==> config.mk <==
export PLATFORM = sky130hd
export DESIGN_NAME = pp_core
export DESIGN_NICKNAME = d
export VERILOG_FILES = /design/src/pp_pkg.sv /design/src/pp_core.sv /design/src/pp_tick.sv
export VERILOG_INCLUDE_DIRS = /design/src
export SDC_FILE = /design/constraint.sdc
export NUM_CORES = 2
export LEC_CHECK = 0
export ABC_CLOCK_PERIOD_IN_PS = 13550
export BUFFER_PORTS_ARGS = -buffer_cell sky130_fd_sc_hd__buf_2
export CAP_MARGIN = 0
export CORE_ASPECT_RATIO = 0.7
export CORE_UTILIZATION = 62
export DETAILED_ROUTE_END_ITERATION = 8
export PLACE_DENSITY = 0.81
export SLEW_MARGIN = 0
export SYNTH_ARGS = -nofsm -noshare
export SYNTH_HDL_FRONTEND = slang
export SYNTH_HIERARCHICAL = 1
export SYNTH_SLANG_ARGS = --single-unit
==> constraint.sdc <==
create_clock -name clk_i -period 13.55 [get_ports clk_i]
set_input_delay 2.71 -clock clk_i [delete_from_list [all_inputs] [get_ports clk_i]]
set_output_delay 2.71 -clock clk_i [all_outputs]
set_load 0.01 [all_outputs]
==> src/pp_defines.svh <==
/*
 * Register indices, field positions, reset values and timing counts of
 * the profile position command block.
 * Assumes a 25 MHz clock; byte address of a register is four times its index.
 */
`ifndef PP_DEFINES_SVH
`define PP_DEFINES_SVH

// Register indices
`define PP_IDX_CTRL 16'h6040
`define PP_IDX_STAT 16'h6041
`define PP_IDX_MODE 16'h6060
`define PP_IDX_TGT 16'h607a
`define PP_IDX_REACT 16'h7000
`define PP_IDX_SWMIN 16'h7001
`define PP_IDX_SWMAX 16'h7002
`define PP_IDX_POSOPT 16'h7003
`define PP_IDX_TOLWIN 16'h7004
`define PP_IDX_DWELL 16'h7005
`define PP_IDX_FEWIN 16'h7006
`define PP_IDX_FETMO 16'h7007

// Control word bits
`define PP_CW_QS 2
`define PP_CW_NSP 4
`define PP_CW_IMM 5
`define PP_CW_REL 6
`define PP_CW_HALT 8
`define PP_CW_PASS 9

// Status word bits
`define PP_SW_WARN 7
`define PP_SW_TREACH 10
`define PP_SW_LIMEX 11
`define PP_SW_ACK 12
`define PP_SW_FERR 13

// Positioning option fields
`define PP_PO_AUTOCLR_LSB 4
`define PP_PO_HALT_LSB 8

// Mode and limit reaction codes
`define PP_MODE_PP 8'h01
`define PP_REACT_NONE 8'hff
`define PP_REACT_SLOW_DIS 8'h01
`define PP_REACT_QUICK_DIS 8'h02
`define PP_REACT_SLOW_QS 8'h05
`define PP_REACT_QUICK_QS 8'h06

// Reset values
`define PP_RST_SWMIN 32'h80000000
`define PP_RST_SWMAX 32'h7fffffff

// Timing
`define PP_CLK_HZ 64'd25000000
`define PP_APP_NS 64'd1000000
`define PP_VEL_NS 64'd250000
`define PP_CUR_NS 64'd62500
`define PP_NS2CYC(ns) (((ns) * `PP_CLK_HZ) / 64'd1000000000)

`endif

==> src/pp_pkg.sv <==
/*
 * Types shared by the profile position command block.
 * Assumes positions are 32-bit two's complement user units.
 */
package pp_pkg;

	typedef logic signed [31:0] pp_pos_t;

	typedef enum logic [3:0] {
		PP_OP = 4'b0001,
		PP_BRAKE = 4'b0010,
		PP_QSA = 4'b0100,
		PP_SOD = 4'b1000
	} pp_pstate_t;

	typedef struct packed {
		pp_pos_t target;
		logic pass;
	} pp_cmd_t;

	typedef struct packed {
		logic ack;
		logic [31:0] dat;
		logic [15:0] ctrl;
		logic [7:0] mode;
		pp_pos_t tgt;
		logic [7:0] react;
		pp_pos_t swmin;
		pp_pos_t swmax;
		logic [15:0] posopt;
		logic [31:0] tolwin;
		logic [15:0] dwell;
		logic [31:0] fewin;
		logic [15:0] fetmo;
		logic lp_s1;
		logic lp_s2;
		logic ln_s1;
		logic ln_s2;
		logic lp;
		logic ln;
		logic nsp_d;
		logic mode_d;
		pp_pstate_t pstate;
		logic qs_low;
		logic brake_dis;
		logic stop_quick;
		logic warn;
		logic warn_pside;
		pp_pos_t warn_pos;
		logic ack_sp;
		logic treach;
		logic limex;
		logic ferr;
		logic moving;
		logic buf_full;
		pp_cmd_t buf_cmd;
		pp_cmd_t cmd;
		logic cmd_v;
		logic halt;
		pp_pos_t last_tgt;
		logic [15:0] dwell_cnt;
		logic [15:0] fe_cnt;
	} pp_core_st_t;

endpackage

==> src/pp_core.sv <==
/*
 * Profile position command and status logic with limit switch handling,
 * reached by software over a classic Wishbone slave.
 * Assumes an external profile generator that consumes cmd_o and reports
 * demand position, standstill and reachability on the same clock.
 */
// Our own choice: the Wishbone slave port.
// Overview of operation
// RQ1 - Passing an active limit switch sets warning bit 7 and runs the reaction
// RQ2 - Reaction -1 none; 1/2 brake then disable; 5/6 brake then quick stop
// RQ3 - While a limit switch is active, travel toward it is refused
// RQ4 - Warning clears only after switch released and axis moved back past it
// RQ5 - Entering quick stop leaves control bit 2 untouched
// RQ6 - Master leaves quick stop by driving bit 2 low then high
// RQ7 - Every absolute target is clamped into the software limits
// RQ8 - Outside the software limits only moves back toward the range pass
// RQ9 - Inputs and objects are sampled once per 1 ms tick
// RQ10 - Master selects profile position by writing mode value 1
// RQ11 - New-setpoint rising edge starts a move; mode entry with it high too
// RQ12 - Immediate bit set runs a new command now, else after current one
// RQ13 - Relative bit chooses absolute or relative target; option picks base
// RQ14 - Halt bit brakes with halt option ramp; clearing resumes on start ramp
// RQ15 - Pass-through bit passes the target instead of stopping there
// RQ16 - Pass-through is ignored when ramp speed cannot be met at target
// RQ17 - Target reached once inside tolerance window for the dwell time
// RQ18 - Limit exceeded while demand position lies outside software limits
// RQ19 - Set-point acknowledge follows the new-setpoint bit
// RQ20 - Buffered command: ack drops when buffer frees; command during ack lost
// RQ21 - No ack for unreachable target or when a target is already buffered
// RQ22 - Following error flagged when over window longer than timeout
// RQ23 - Option bits 4 and 5 let the device clear new-setpoint itself
`timescale 1ns/1ns
`include "pp_defines.svh"
module pp_core import pp_pkg::*; #(
	parameter int unsigned APP_TICK_CYC = 32'(`PP_NS2CYC(`PP_APP_NS)),
	parameter int unsigned VEL_TICK_CYC = 32'(`PP_NS2CYC(`PP_VEL_NS)),
	parameter int unsigned CUR_TICK_CYC = 32'(`PP_NS2CYC(`PP_CUR_NS))
) (
	input wire logic clk_i, // 25 MHz clock
	input wire logic rst_i, // Synchronous reset
	input wire logic ce_i, // Clock enable
	input wire logic wb_cyc_i, // Bus cycle
	input wire logic wb_stb_i, // Bus strobe
	input wire logic wb_we_i, // Bus write
	input wire logic [17:0] wb_adr_i, // Byte address
	input wire logic [31:0] wb_dat_i, // Write data
	input wire logic [3:0] wb_sel_i, // Byte enables
	output logic wb_ack_o, // Bus acknowledge
	output logic [31:0] wb_dat_o, // Read data
	input wire logic lim_pos_i, // Positive limit switch pin
	input wire logic lim_neg_i, // Negative limit switch pin
	input wire pp_pos_t act_pos_i, // Actual position
	input wire pp_pos_t dmd_pos_i, // Demand position
	input wire logic reach_ok_i, // Target reachable within limits
	input wire logic ramp_ok_i, // Ramp speed met at target point
	input wire logic move_done_i, // Generator at standstill
	input wire logic closed_loop_i, // Closed loop operation
	input wire logic [31:0] ferr_mag_i, // Following error magnitude
	output pp_cmd_t cmd_o, // Travel command
	output logic cmd_valid_o, // Command pulse
	output logic halt_o, // Halt request
	output logic [1:0] halt_opt_o, // Halt deceleration select
	output logic stop_quick_o, // Braking uses quick stop ramp
	output pp_pstate_t pstate_o, // Power state
	output logic [15:0] status_o, // Status word
	output logic vel_tick_o, // Velocity loop tick
	output logic cur_tick_o // Current loop tick
);
	pp_core_st_t s;
	pp_core_st_t n;
	logic [2:0] ticks;
	logic tick;
	logic req;
	logic wr;
	logic [15:0] idx;
	logic [31:0] rdat;
	logic [31:0] wd;
	logic [15:0] stat;
	logic lim_rise;
	logic mode_act;
	logic edge_nsp;
	logic dir_ok;
	logic accept;
	logic imm;
	pp_pos_t base;
	pp_pos_t raw;
	pp_pos_t clamped;
	pp_pos_t diff;

	function automatic logic [31:0] wmask(input logic [31:0] o,
		input logic [31:0] d, input logic [3:0] be);
		for (int i = 0; i < 4; i++) begin
			wmask[8*i +: 8] = be[i] ? d[8*i +: 8] : o[8*i +: 8];
		end
	endfunction

	pp_tick #(
		.APP_CYC(APP_TICK_CYC),
		.VEL_CYC(VEL_TICK_CYC),
		.CUR_CYC(CUR_TICK_CYC)
	) u_tick (
		.clk_i(clk_i),
		.rst_i(rst_i),
		.ce_i(ce_i),
		.tick_o(ticks)
	);

	assign tick = ticks[0];
	assign vel_tick_o = ticks[1];
	assign cur_tick_o = ticks[2];

	////////////////////////////////////////////////////////////////////
	// Register map
	always_comb begin
		stat = 16'h0;
		stat[`PP_SW_WARN] = s.warn;
		stat[`PP_SW_TREACH] = s.treach;
		stat[`PP_SW_LIMEX] = s.limex;
		stat[`PP_SW_ACK] = s.ack_sp;
		stat[`PP_SW_FERR] = s.ferr;
		idx = wb_adr_i[17:2];
		unique case (idx)
			`PP_IDX_CTRL: rdat = {16'h0, s.ctrl};
			`PP_IDX_STAT: rdat = {16'h0, stat};
			`PP_IDX_MODE: rdat = {24'h0, s.mode};
			`PP_IDX_TGT: rdat = s.tgt;
			`PP_IDX_REACT: rdat = {24'h0, s.react};
			`PP_IDX_SWMIN: rdat = s.swmin;
			`PP_IDX_SWMAX: rdat = s.swmax;
			`PP_IDX_POSOPT: rdat = {16'h0, s.posopt};
			`PP_IDX_TOLWIN: rdat = s.tolwin;
			`PP_IDX_DWELL: rdat = {16'h0, s.dwell};
			`PP_IDX_FEWIN: rdat = s.fewin;
			`PP_IDX_FETMO: rdat = {16'h0, s.fetmo};
			default: rdat = 32'h0;
		endcase
		wd = wmask(rdat, wb_dat_i, wb_sel_i);
	end

	////////////////////////////////////////////////////////////////////
	// Command evaluation, combinational helpers
	assign req = wb_cyc_i & wb_stb_i & ~s.ack;
	assign wr = req & wb_we_i;
	assign lim_rise = (s.lp_s2 & ~s.lp) | (s.ln_s2 & ~s.ln);
	assign mode_act = (s.mode == `PP_MODE_PP); // [RQ10]
	assign imm = s.ctrl[`PP_CW_IMM];
	assign edge_nsp = tick & mode_act & (s.pstate == PP_OP) &
		s.ctrl[`PP_CW_NSP] & (~s.nsp_d | ~s.mode_d); // [RQ11]
	// Reference for relative moves: option 0 is the preceding target
	assign base = (s.posopt[1:0] == 2'b00) ? s.last_tgt : act_pos_i; // [RQ13]
	assign raw = s.ctrl[`PP_CW_REL] ? base + s.tgt : s.tgt; // [RQ13]
	assign clamped = (raw > s.swmax) ? s.swmax :
		(raw < s.swmin) ? s.swmin : raw; // [RQ7]
	assign diff = act_pos_i - s.last_tgt;
	always_comb begin
		dir_ok = 1'b1;
		if (s.lp_s2 && clamped > act_pos_i) dir_ok = 1'b0; // [RQ3]
		if (s.ln_s2 && clamped < act_pos_i) dir_ok = 1'b0; // [RQ3]
		if (act_pos_i > s.swmax && clamped >= act_pos_i) dir_ok = 1'b0; // [RQ8]
		if (act_pos_i < s.swmin && clamped <= act_pos_i) dir_ok = 1'b0; // [RQ8]
	end
	// A full buffer or a pending ack swallows the command
	assign accept = edge_nsp & ~s.ack_sp & reach_ok_i & dir_ok &
		(imm | ~s.moving | ~s.buf_full); // [RQ20] [RQ21]

	////////////////////////////////////////////////////////////////////
	// Next state
	always_comb begin
		n = s;
		n.ack = req;
		n.dat = rdat;
		n.cmd_v = 1'b0;
		n.lp_s1 = lim_pos_i;
		n.lp_s2 = s.lp_s1;
		n.ln_s1 = lim_neg_i;
		n.ln_s2 = s.ln_s1;
		if (tick) begin
			// Everything below sees inputs only at the tick
			n.lp = s.lp_s2; // [RQ9]
			n.ln = s.ln_s2; // [RQ9]
			n.nsp_d = s.ctrl[`PP_CW_NSP];
			n.mode_d = mode_act;
			n.halt = s.ctrl[`PP_CW_HALT]; // [RQ14]
			n.limex = (dmd_pos_i > s.swmax) | (dmd_pos_i < s.swmin); // [RQ18]
			if (lim_rise) begin
				n.warn = 1'b1; // [RQ1]
				n.warn_pside = s.lp_s2;
				n.warn_pos = act_pos_i;
			end else if (s.warn && !s.lp_s2 && !s.ln_s2 &&
				(s.warn_pside ? act_pos_i < s.warn_pos :
				act_pos_i > s.warn_pos)) begin
				n.warn = 1'b0; // [RQ4]
			end
			unique case (s.pstate)
				PP_OP: begin
					if (lim_rise && s.react != `PP_REACT_NONE) begin
						n.pstate = PP_BRAKE; // [RQ1]
						n.stop_quick = (s.react == `PP_REACT_QUICK_DIS) ||
							(s.react == `PP_REACT_QUICK_QS); // [RQ2]
						n.brake_dis = (s.react == `PP_REACT_SLOW_DIS) ||
							(s.react == `PP_REACT_QUICK_DIS); // [RQ2]
						n.moving = 1'b0;
						n.buf_full = 1'b0;
					end
				end
				PP_BRAKE: begin
					// Control word is not touched on the way in
					if (move_done_i) begin
						n.pstate = s.brake_dis ? PP_SOD : PP_QSA; // [RQ2] [RQ5]
						n.qs_low = 1'b0;
					end
				end
				PP_QSA, PP_SOD: begin
					if (!s.ctrl[`PP_CW_QS]) n.qs_low = 1'b1;
					if (s.qs_low && s.ctrl[`PP_CW_QS]) begin
						n.pstate = PP_OP; // [RQ6]
						n.stop_quick = 1'b0;
					end
				end
			endcase
			if (move_done_i && s.moving && s.pstate == PP_OP) begin
				if (s.buf_full) begin
					n.cmd = s.buf_cmd; // [RQ12]
					n.cmd_v = 1'b1;
					n.buf_full = 1'b0;
				end else begin
					n.moving = 1'b0;
				end
			end
			if (accept) begin
				n.ack_sp = 1'b1; // [RQ19]
				n.last_tgt = clamped;
				if (imm || !n.moving) begin
					n.cmd.target = clamped; // [RQ12]
					n.cmd.pass = 1'b0;
					n.cmd_v = 1'b1;
					n.moving = 1'b1;
					n.buf_full = 1'b0;
				end else begin
					n.buf_cmd.target = clamped;
					// Pass-through only when speed holds at the target
					n.buf_cmd.pass = s.ctrl[`PP_CW_PASS] & ramp_ok_i; // [RQ15] [RQ16]
					n.buf_full = 1'b1;
				end
				if (s.posopt[`PP_PO_AUTOCLR_LSB +: 2] != 2'b00) begin
					n.ctrl[`PP_CW_NSP] = 1'b0; // [RQ23]
				end
			end else if (!s.ctrl[`PP_CW_NSP] && !n.buf_full) begin
				n.ack_sp = 1'b0; // [RQ19] [RQ20]
			end
			// A move accepted at this tick drops target reached at once
			if (!n.moving && (diff[31] ? -diff : diff) <= $signed(s.tolwin)) begin
				if (s.dwell_cnt != 16'hffff) n.dwell_cnt = s.dwell_cnt + 16'h1;
				n.treach = (n.dwell_cnt >= s.dwell); // [RQ17]
			end else begin
				n.dwell_cnt = 16'h0;
				n.treach = 1'b0;
			end
			if (closed_loop_i && ferr_mag_i > s.fewin) begin
				if (s.fe_cnt != 16'hffff) n.fe_cnt = s.fe_cnt + 16'h1;
				n.ferr = (n.fe_cnt > s.fetmo); // [RQ22]
			end else begin
				n.fe_cnt = 16'h0;
				n.ferr = 1'b0;
			end
		end
		// Bus write last, so a software write beats the auto-clear
		if (wr) begin
			unique case (idx)
				`PP_IDX_CTRL: n.ctrl = wd[15:0];
				`PP_IDX_MODE: n.mode = wd[7:0];
				`PP_IDX_TGT: n.tgt = wd;
				`PP_IDX_REACT: n.react = wd[7:0];
				`PP_IDX_SWMIN: n.swmin = wd;
				`PP_IDX_SWMAX: n.swmax = wd;
				`PP_IDX_POSOPT: n.posopt = wd[15:0];
				`PP_IDX_TOLWIN: n.tolwin = wd;
				`PP_IDX_DWELL: n.dwell = wd[15:0];
				`PP_IDX_FEWIN: n.fewin = wd;
				`PP_IDX_FETMO: n.fetmo = wd[15:0];
				default: ;
			endcase
		end
	end

	always_ff @(posedge clk_i) begin
		if (rst_i) begin
			s <= '0;
			s.react <= `PP_REACT_NONE;
			s.swmin <= `PP_RST_SWMIN;
			s.swmax <= `PP_RST_SWMAX;
			s.pstate <= PP_OP;
		end else if (ce_i) begin
			s <= n;
		end
	end

	assign wb_ack_o = s.ack;
	assign wb_dat_o = s.dat;
	assign cmd_o = s.cmd;
	assign cmd_valid_o = s.cmd_v;
	assign halt_o = s.halt;
	assign halt_opt_o = s.posopt[`PP_PO_HALT_LSB +: 2];
	assign stop_quick_o = s.stop_quick;
	assign pstate_o = s.pstate;
	assign status_o = {2'b00, s.ferr, s.ack_sp, s.limex, s.treach, 2'b00,
		s.warn, 7'h00};
endmodule // pp_core

==> src/pp_tick.sv <==
/*
 * Free running tick generators for the application, velocity and current
 * loop periods; each output is a one-cycle pulse from a flip-flop.
 * Assumes one clock; all counters freeze while ce_i is low.
 */
`timescale 1ns/1ns
module pp_tick #(
	parameter int unsigned APP_CYC = 25000,
	parameter int unsigned VEL_CYC = 6250,
	parameter int unsigned CUR_CYC = 1562
) (
	input wire logic clk_i, // Clock
	input wire logic rst_i, // Synchronous reset
	input wire logic ce_i, // Clock enable
	output logic [2:0] tick_o // 0 app, 1 velocity, 2 current
);
	localparam int unsigned PER [3] = '{APP_CYC, VEL_CYC, CUR_CYC};

	for (genvar g = 0; g < 3; g++) begin : g_ch
		logic [31:0] cnt_ff;
		always_ff @(posedge clk_i) begin
			if (rst_i) begin
				cnt_ff <= 32'h0;
				tick_o[g] <= 1'b0;
			end else if (ce_i) begin
				tick_o[g] <= (cnt_ff == 32'(PER[g] - 1));
				cnt_ff <= (cnt_ff == 32'(PER[g] - 1)) ? 32'h0 : cnt_ff + 32'h1;
			end
		end
	end
endmodule // pp_tick

; ---- Word-level counts from Yosys, hierarchy flattened
; Index checks and enable logic that the tools add are counted.
[totals]
inputBits = 162
output_inout_bits = 93
reg_bits = 559
wordCells = 257
[classes]
mux = 73
n_eq_ne = 32
n_lt_le_gt_ge = 16
add_sub_neg = 8
n_bitwise = 27
n_reduce_logical = 51
[op_table]
columns = operator, count
row1 = $mux W32, 14
row2 = $pmux W32 S12, 1
row3 = $mux W229, 1
row4 = $eq A16 B15 Y1 const B, 12
row5 = $gt A32 B32 Y1, 6
row6 = $mux W16, 11
row7 = $lt A32 B32 Y1, 5
row8 = $mux W69, 2
row9 = $mux W34, 3
row10 = $add A32 B1 Y32 const B, 3
row11 = $mux W66, 1
row12 = $le A32 B32 Y1, 2
row13 = $mux W8, 6
row14 = $reduce_and A3 Y1, 15
row15 = $mux W33, 1
row16 = $add A16 B1 Y16 const B, 2
row17 = $add A32 B32 Y32, 1
row18 = $eq A32 B11 Y1 const B, 1
row19 = $eq A32 B13 Y1 const B, 1
row20 = $eq A32 B15 Y1 const B, 1
row21 = $ge A32 B32 Y1, 1
row22 = $ne A16 B16 Y1 const B, 2
row23 = $neg A32 Y32, 1
row24 = $sub A32 B32 Y32, 1
row25 = 30 further kinds, 113

; ---- Logic depth before layout (Yosys ltp)
[depth]
word_depth = 23
depth_mapped = 44
ltp_nobuf = 38

; ---- Modules after synthesis
; Netlist, hierarchy kept.
[by_module_without_submodules]
columns = module, seq_area_each_um2, area_each_um2, cells_per_inst, n_inst
row1 = pp_core, 9208.8, 33584.7, 4408, 1
row2 = pp_tick, 1981.9, 4894.7, 583, 1

; ---- Worst setup path after synthesis
; OpenSTA, ideal clock, no wires.
[synth_timing]
kind = input port to flip-flop
startpoint = input act_pos_i[0]
endpoint = register s, in the netlist cmd_o[15]
t_arrival_ns = 10.914
path_stages = 38
n_path_buf = 3
setup_ns = 0.103
t_required_ns = 13.447
path_slack_ns = 2.532
path_cell_list = inv_1 -> o21ai_0 -> ha_1 -> fa_1 -> a21oi_1 -> o211ai_1 -> a31oi_1 -> o21ai_0 -> a311o_1 -> a21o_1 -> a311oi_1 -> xor2_1 -> o21ai_0 -> ha_1 -> nand3_1 -> nor4_1 -> a31oi_1 -> a21oi_1 -> [2 not listed] -> clkbuf_1 -> nor3b_1 -> mux2i_1 -> o211a_1 -> inv_1 -> ha_1 -> nand3_2 -> nor4_2 -> nand2_1 -> or3_1 -> and4bb_4 -> a211oi_4 -> nand3_1 -> a211oi_4 -> o21ai_2 -> buf_2 -> nor2b_1 -> a2111oi_2
[synth_via]
elab_chain_cells = 16
[synth_rtl]
columns = item, line_no
row1 = "start, declared", pp_core.sv:52  ; input wire pp_pos_t act_pos_i,
row2 = $mux W32 *, pp_core.sv:150  ; assign base = (s.posopt[1:0] == 2'b00) ? s.last_tgt : act_pos_i;
row3 = $add A32 B32 Y32 *, pp_core.sv:151  ; assign raw = s.ctrl[`PP_CW_REL] ? base + s.tgt : s.tgt;
row4 = $mux W32 *, pp_core.sv:151
row5 = $lt A32 B32 Y1, pp_core.sv:153  ; (raw < s.swmin) ? s.swmin : raw;
row6 = $mux W32, pp_core.sv:153
row7 = $mux W32 *, pp_core.sv:152  ; assign clamped = (raw > s.swmax) ? s.swmax :
row8 = named net clamped[31], pp_core.sv:87  ; pp_pos_t clamped;
row9 = $gt A32 B32 Y1, pp_core.sv:157  ; if (s.lp_s2 && clamped > act_pos_i) dir_ok = 1'b0;
row10 = $logic_and A1 B1 Y1, pp_core.sv:157
row11 = $mux W1, pp_core.sv:157
row12 = $mux W1, pp_core.sv:158  ; if (s.ln_s2 && clamped < act_pos_i) dir_ok = 1'b0;
row13 = $mux W1, pp_core.sv:159  ; if (act_pos_i > s.swmax && clamped >= act_pos_i) dir_ok = 1'b0;
row14 = $mux W1 *, pp_core.sv:160  ; if (act_pos_i < s.swmin && clamped <= act_pos_i) dir_ok = 1'b0;
row15 = $and A1 B1 Y1 * (2 in a row), pp_core.sv:163  ; assign accept = edge_nsp & ~s.ack_sp & reach_ok_i & dir_ok &
row16 = $mux W69 *, pp_core.sv:230  ; if (accept) begin
row17 = $mux W69 *, pp_core.sv:177  ; if (tick) begin
row18 = "end signal, assigned", pp_core.sv:294  ; s <= n;
row19 = "end, declared", pp_core.sv:69  ; pp_core_st_t s;
; Mark *: on every way through the listed nets, which the timed path passes. The rest lies on a longest branch. The select of a mux whose other input is x is not followed.
; A chain may end at the register's enable or synchronous reset.

; ---- Worst setup path after layout
[layout_timing]
startpoint = input act_pos_i[0]
endpoint = register s, in the netlist cmd_o[7]
; Same word-level chain as after synthesis.

==> results by group <==
Clock tree
  – CTS Buf Count: 55
  – Num Clock Sinks: between 500 and 600
  – Longest Clk Path Bufs: 3
  – CTS Hold Bufs: 0
  – Root buf cell: clkbuf_16
  – Post_cts resized: 0
  – Clk pin slew, worst setup/hold paths: 0.06 ns
  – Post-CTS setup buffer count: 0
  – CTS tree: done
  – Clk Latency, worst-skew pair: approximately 0.65 ns
  – H-Tree Depth: 2

Synthesis
  – Syn Inst Count: roughly 5,000
  – Synth top area share: 0.291
  – Avg Synthesized Cell Area: just under 8 um2
  – Synth Flop Type: dfxtp_1
  – Syn Std Cell Area: just under 40,000 um2
  – Post-synth EDFFs: 0
  – Post-synth cell types: 100
  – Largest cells by area after synthesis: dfxtp_1 (29%), ha_1 (14%), nand2_1 (8.8%)
  – Post-synth top cells: nand2_1 (899), dfxtp_1 (559), a21oi_1 (533)
  – Most common cell in the netlist: nand2_1
  – Sequential area share after synthesis: 0.291
  – Post-synth ARST share: 0
  – Syn. warnings: 6
  – Biggest area consumer among synthesized cells: dfxtp_1
  – Synthesized flop and latch total: 559

Worst hold path
  – Hold_sp: cmd_o[12]
  – HP Class: flop to flop

Routing
  – Via count of the routed design: 37,863
  – Vias/cell: around 6.4
  – Initial drt markers: 5,189
  – DRT Pass-1 Iters: 7
  – Post-detailed-route wirelength per cell: 21.9 um
  – DRT antenna net count: 0
  – Post-route DRC: 0
  – Routed wire length: approximately 130,000 um

Die
  – Die Y: about 210 um
  – Full die area: between 60,000 and 70,000 um2
  – Total I/O pin count: approximately 260
  – Initial Util: 0.635
  – Std-Cell Rows: 75
  – Core Area: about 61,000 um2
  – Die X: between 200 and 300 um

GRT
  – Initial antenna violation count: 8
  – Total track usage: 0.400
  – Vias in the first global route: around 34,000
  – Total global routing overflow: 0
  – Largest net degree at the start of global routing: 80
  – First-pass GRT wire length: just under 200,000 um

Worst setup path
  – Worst setup path category: input pin to flop
  – Worst r2r src: s[283]
  – Setup crit end kind: flop
  – Slowest CP cell: nor4_2
  – Max incr delay on CP: approximately 0.53 ns
  – Setup crit start: act_pos_i[0]
  – Critical path required time: 14.09 ns
  – CP arrival: 13.64 ns
  – Critical-path maximum fanout: 19
  – CP startpoint kind: input pin

STA
  – Min cycle time layout: ~13 ns
  – Sum Neg Setup Slack: 0 ns
  – Worst slew pin tran: between 1 and 1.5 ns
  – Fmax: between 70 and 80 MHz
  – Max Clock Skew: approximately 0.038 ns
  – Final period util: 0.967
  – Slew Viols, Final: 0
  – Fin. Hold Viols: 0
  – Final setup fails: 0
  – Max transition margin: 0.154
  – RSZ-0062 raised after global routing: no

Pwr
  – VDD IR max: between 0.1 and 0.15 mV
  – PD cells: 87.6 nW/um2
  – Leakage power: approximately 17 nW

Final layout
  – # nets final: 5,654
  – Fin util: 0.693
  – Finished Layout Cells: 5,926
  – Proportion of layout cells with a drive suffix above 1: 0.108
  – Syn-to-layout area delta: 9.25%

Run
  – Max Cap Violations: 0

Placed design
  – Hpwl dp: roughly 100,000 um
  – GPL Wtd Cong: ~1.0
  – Port Buffers: about 240
  – Placed insts: between 5,000 and 6,000

Status
  – Outcome: finished clean
## cell families (layout without fill, tap and decap cells)
| group | after synthesis | count (layout) | share of synthesized area |
|---|---|---|---|
| DFF | 559 | 559 | 0.291 |
| other | 1 | 12 | 0.0000975 |
| AOI/OAI and AO/OA | 1272 | 1272 | 0.206 |
| muxes | 148 | 148 | 0.0402 |
| xor gates and xnor gates | 141 | 141 | 0.0323 |
| buffers and inverters | 652 | 768 | 0.0736 |
| and+or+nand+nor | 1797 | 1797 | 0.219 |
| adders and majority gates | 421 | 421 | 0.137 |
## worst max-delay path: cells and delay by family
kind | cells | cell delay (ns)
adders and majority gates | 4 | 1.33
buffers and inverters | 6 | 1.06
xor gates and xnor gates | 1 | 0.20
and+or+nand+nor | 12 | 3.36
AOI/OAI and AO/OA | 16 | 4.93
## cells in the final DEF (no fill, tap or decap), drive strengths merged, types with 105 or more instances in the layout
cell,netlist,layout
nand4,105,105
inv,326,328
nand3,126,126
buf,137,338
nand2,899,899
a21oi,534,534
ha,419,419
dfxtp,559,559
o21ai,236,236
nor2,246,246
## area by class of cell
cell class                      count  area (um2)
Multi-Input combinational cell   3790       24600
Fill cell                        5127       18600
Sequential cell                   559       11200
Timing Repair Buffer              338        2060
Clock buffer                       70        1550
Inverter                          327        1230
Tap cell                          808        1010
Clock inverter                     33         362
Antenna cell                        1        2.50
## per-layer routing
layer	share of wire	global-route usage
met1	0.42	0.554
met2	0.41	0.578
met3	0.13	0.122
met4	0.039	0.149
met5	0.00070	0
## where the power goes
| part | switching (mW) | leakage [nW] | total [mW] | internal [mW] |
|---|---|---|---|---|
| Sequential | 0.00370 | 4.50 | 1.65 | 1.65 |
| Clock | 0.725 | 0.929 | 1.64 | 0.913 |
| Combinational | 0.252 | 11.2 | 0.394 | 0.142 |
## registers in the layout, indices dropped and copies added, names as in the netlist
name,count
u_tick/g_ch.cnt_ff,96
n,2
stop_quick_o,1
u_tick/tick_o,3
status_o,5
cmd_valid_o,1
s,377
halt_o,1
imm,1
wb_dat_o,32
pstate_o,4
cmd_o,33
wb_ack_o,1
halt_opt_o,2
## per-stage QoR
| step | area (um2) | total power, mW | hold slack [ns] | setup WS, ns |
|---|---|---|---|---|
| CTS | 42000 | 3.68 | 0.449 | 1.01 |
| floorplan | 38500 | 1.93 | 0.417 | 2.53 |
| detailed placement | 40100 | 2.07 | 0.439 | 0.379 |
| finish | 42000 | 3.68 | 0.452 | 0.451 |
| global route | 42000 | 3.79 | 0.462 | 0.256 |
| global placement | 40100 | 2.06 | 0.432 | 0.702 |
## worst paths after layout
kind,to,depth (start not counted),slack [ns]
setup reg to reg,cmd_o[7],39,1.74
setup / recovery,cmd_o[7],39,0.45
hold reg to reg,cmd_o[12],2,0.45
hold / removal,cmd_o[12],2,0.45
Power figures use the tool's default switching activity.
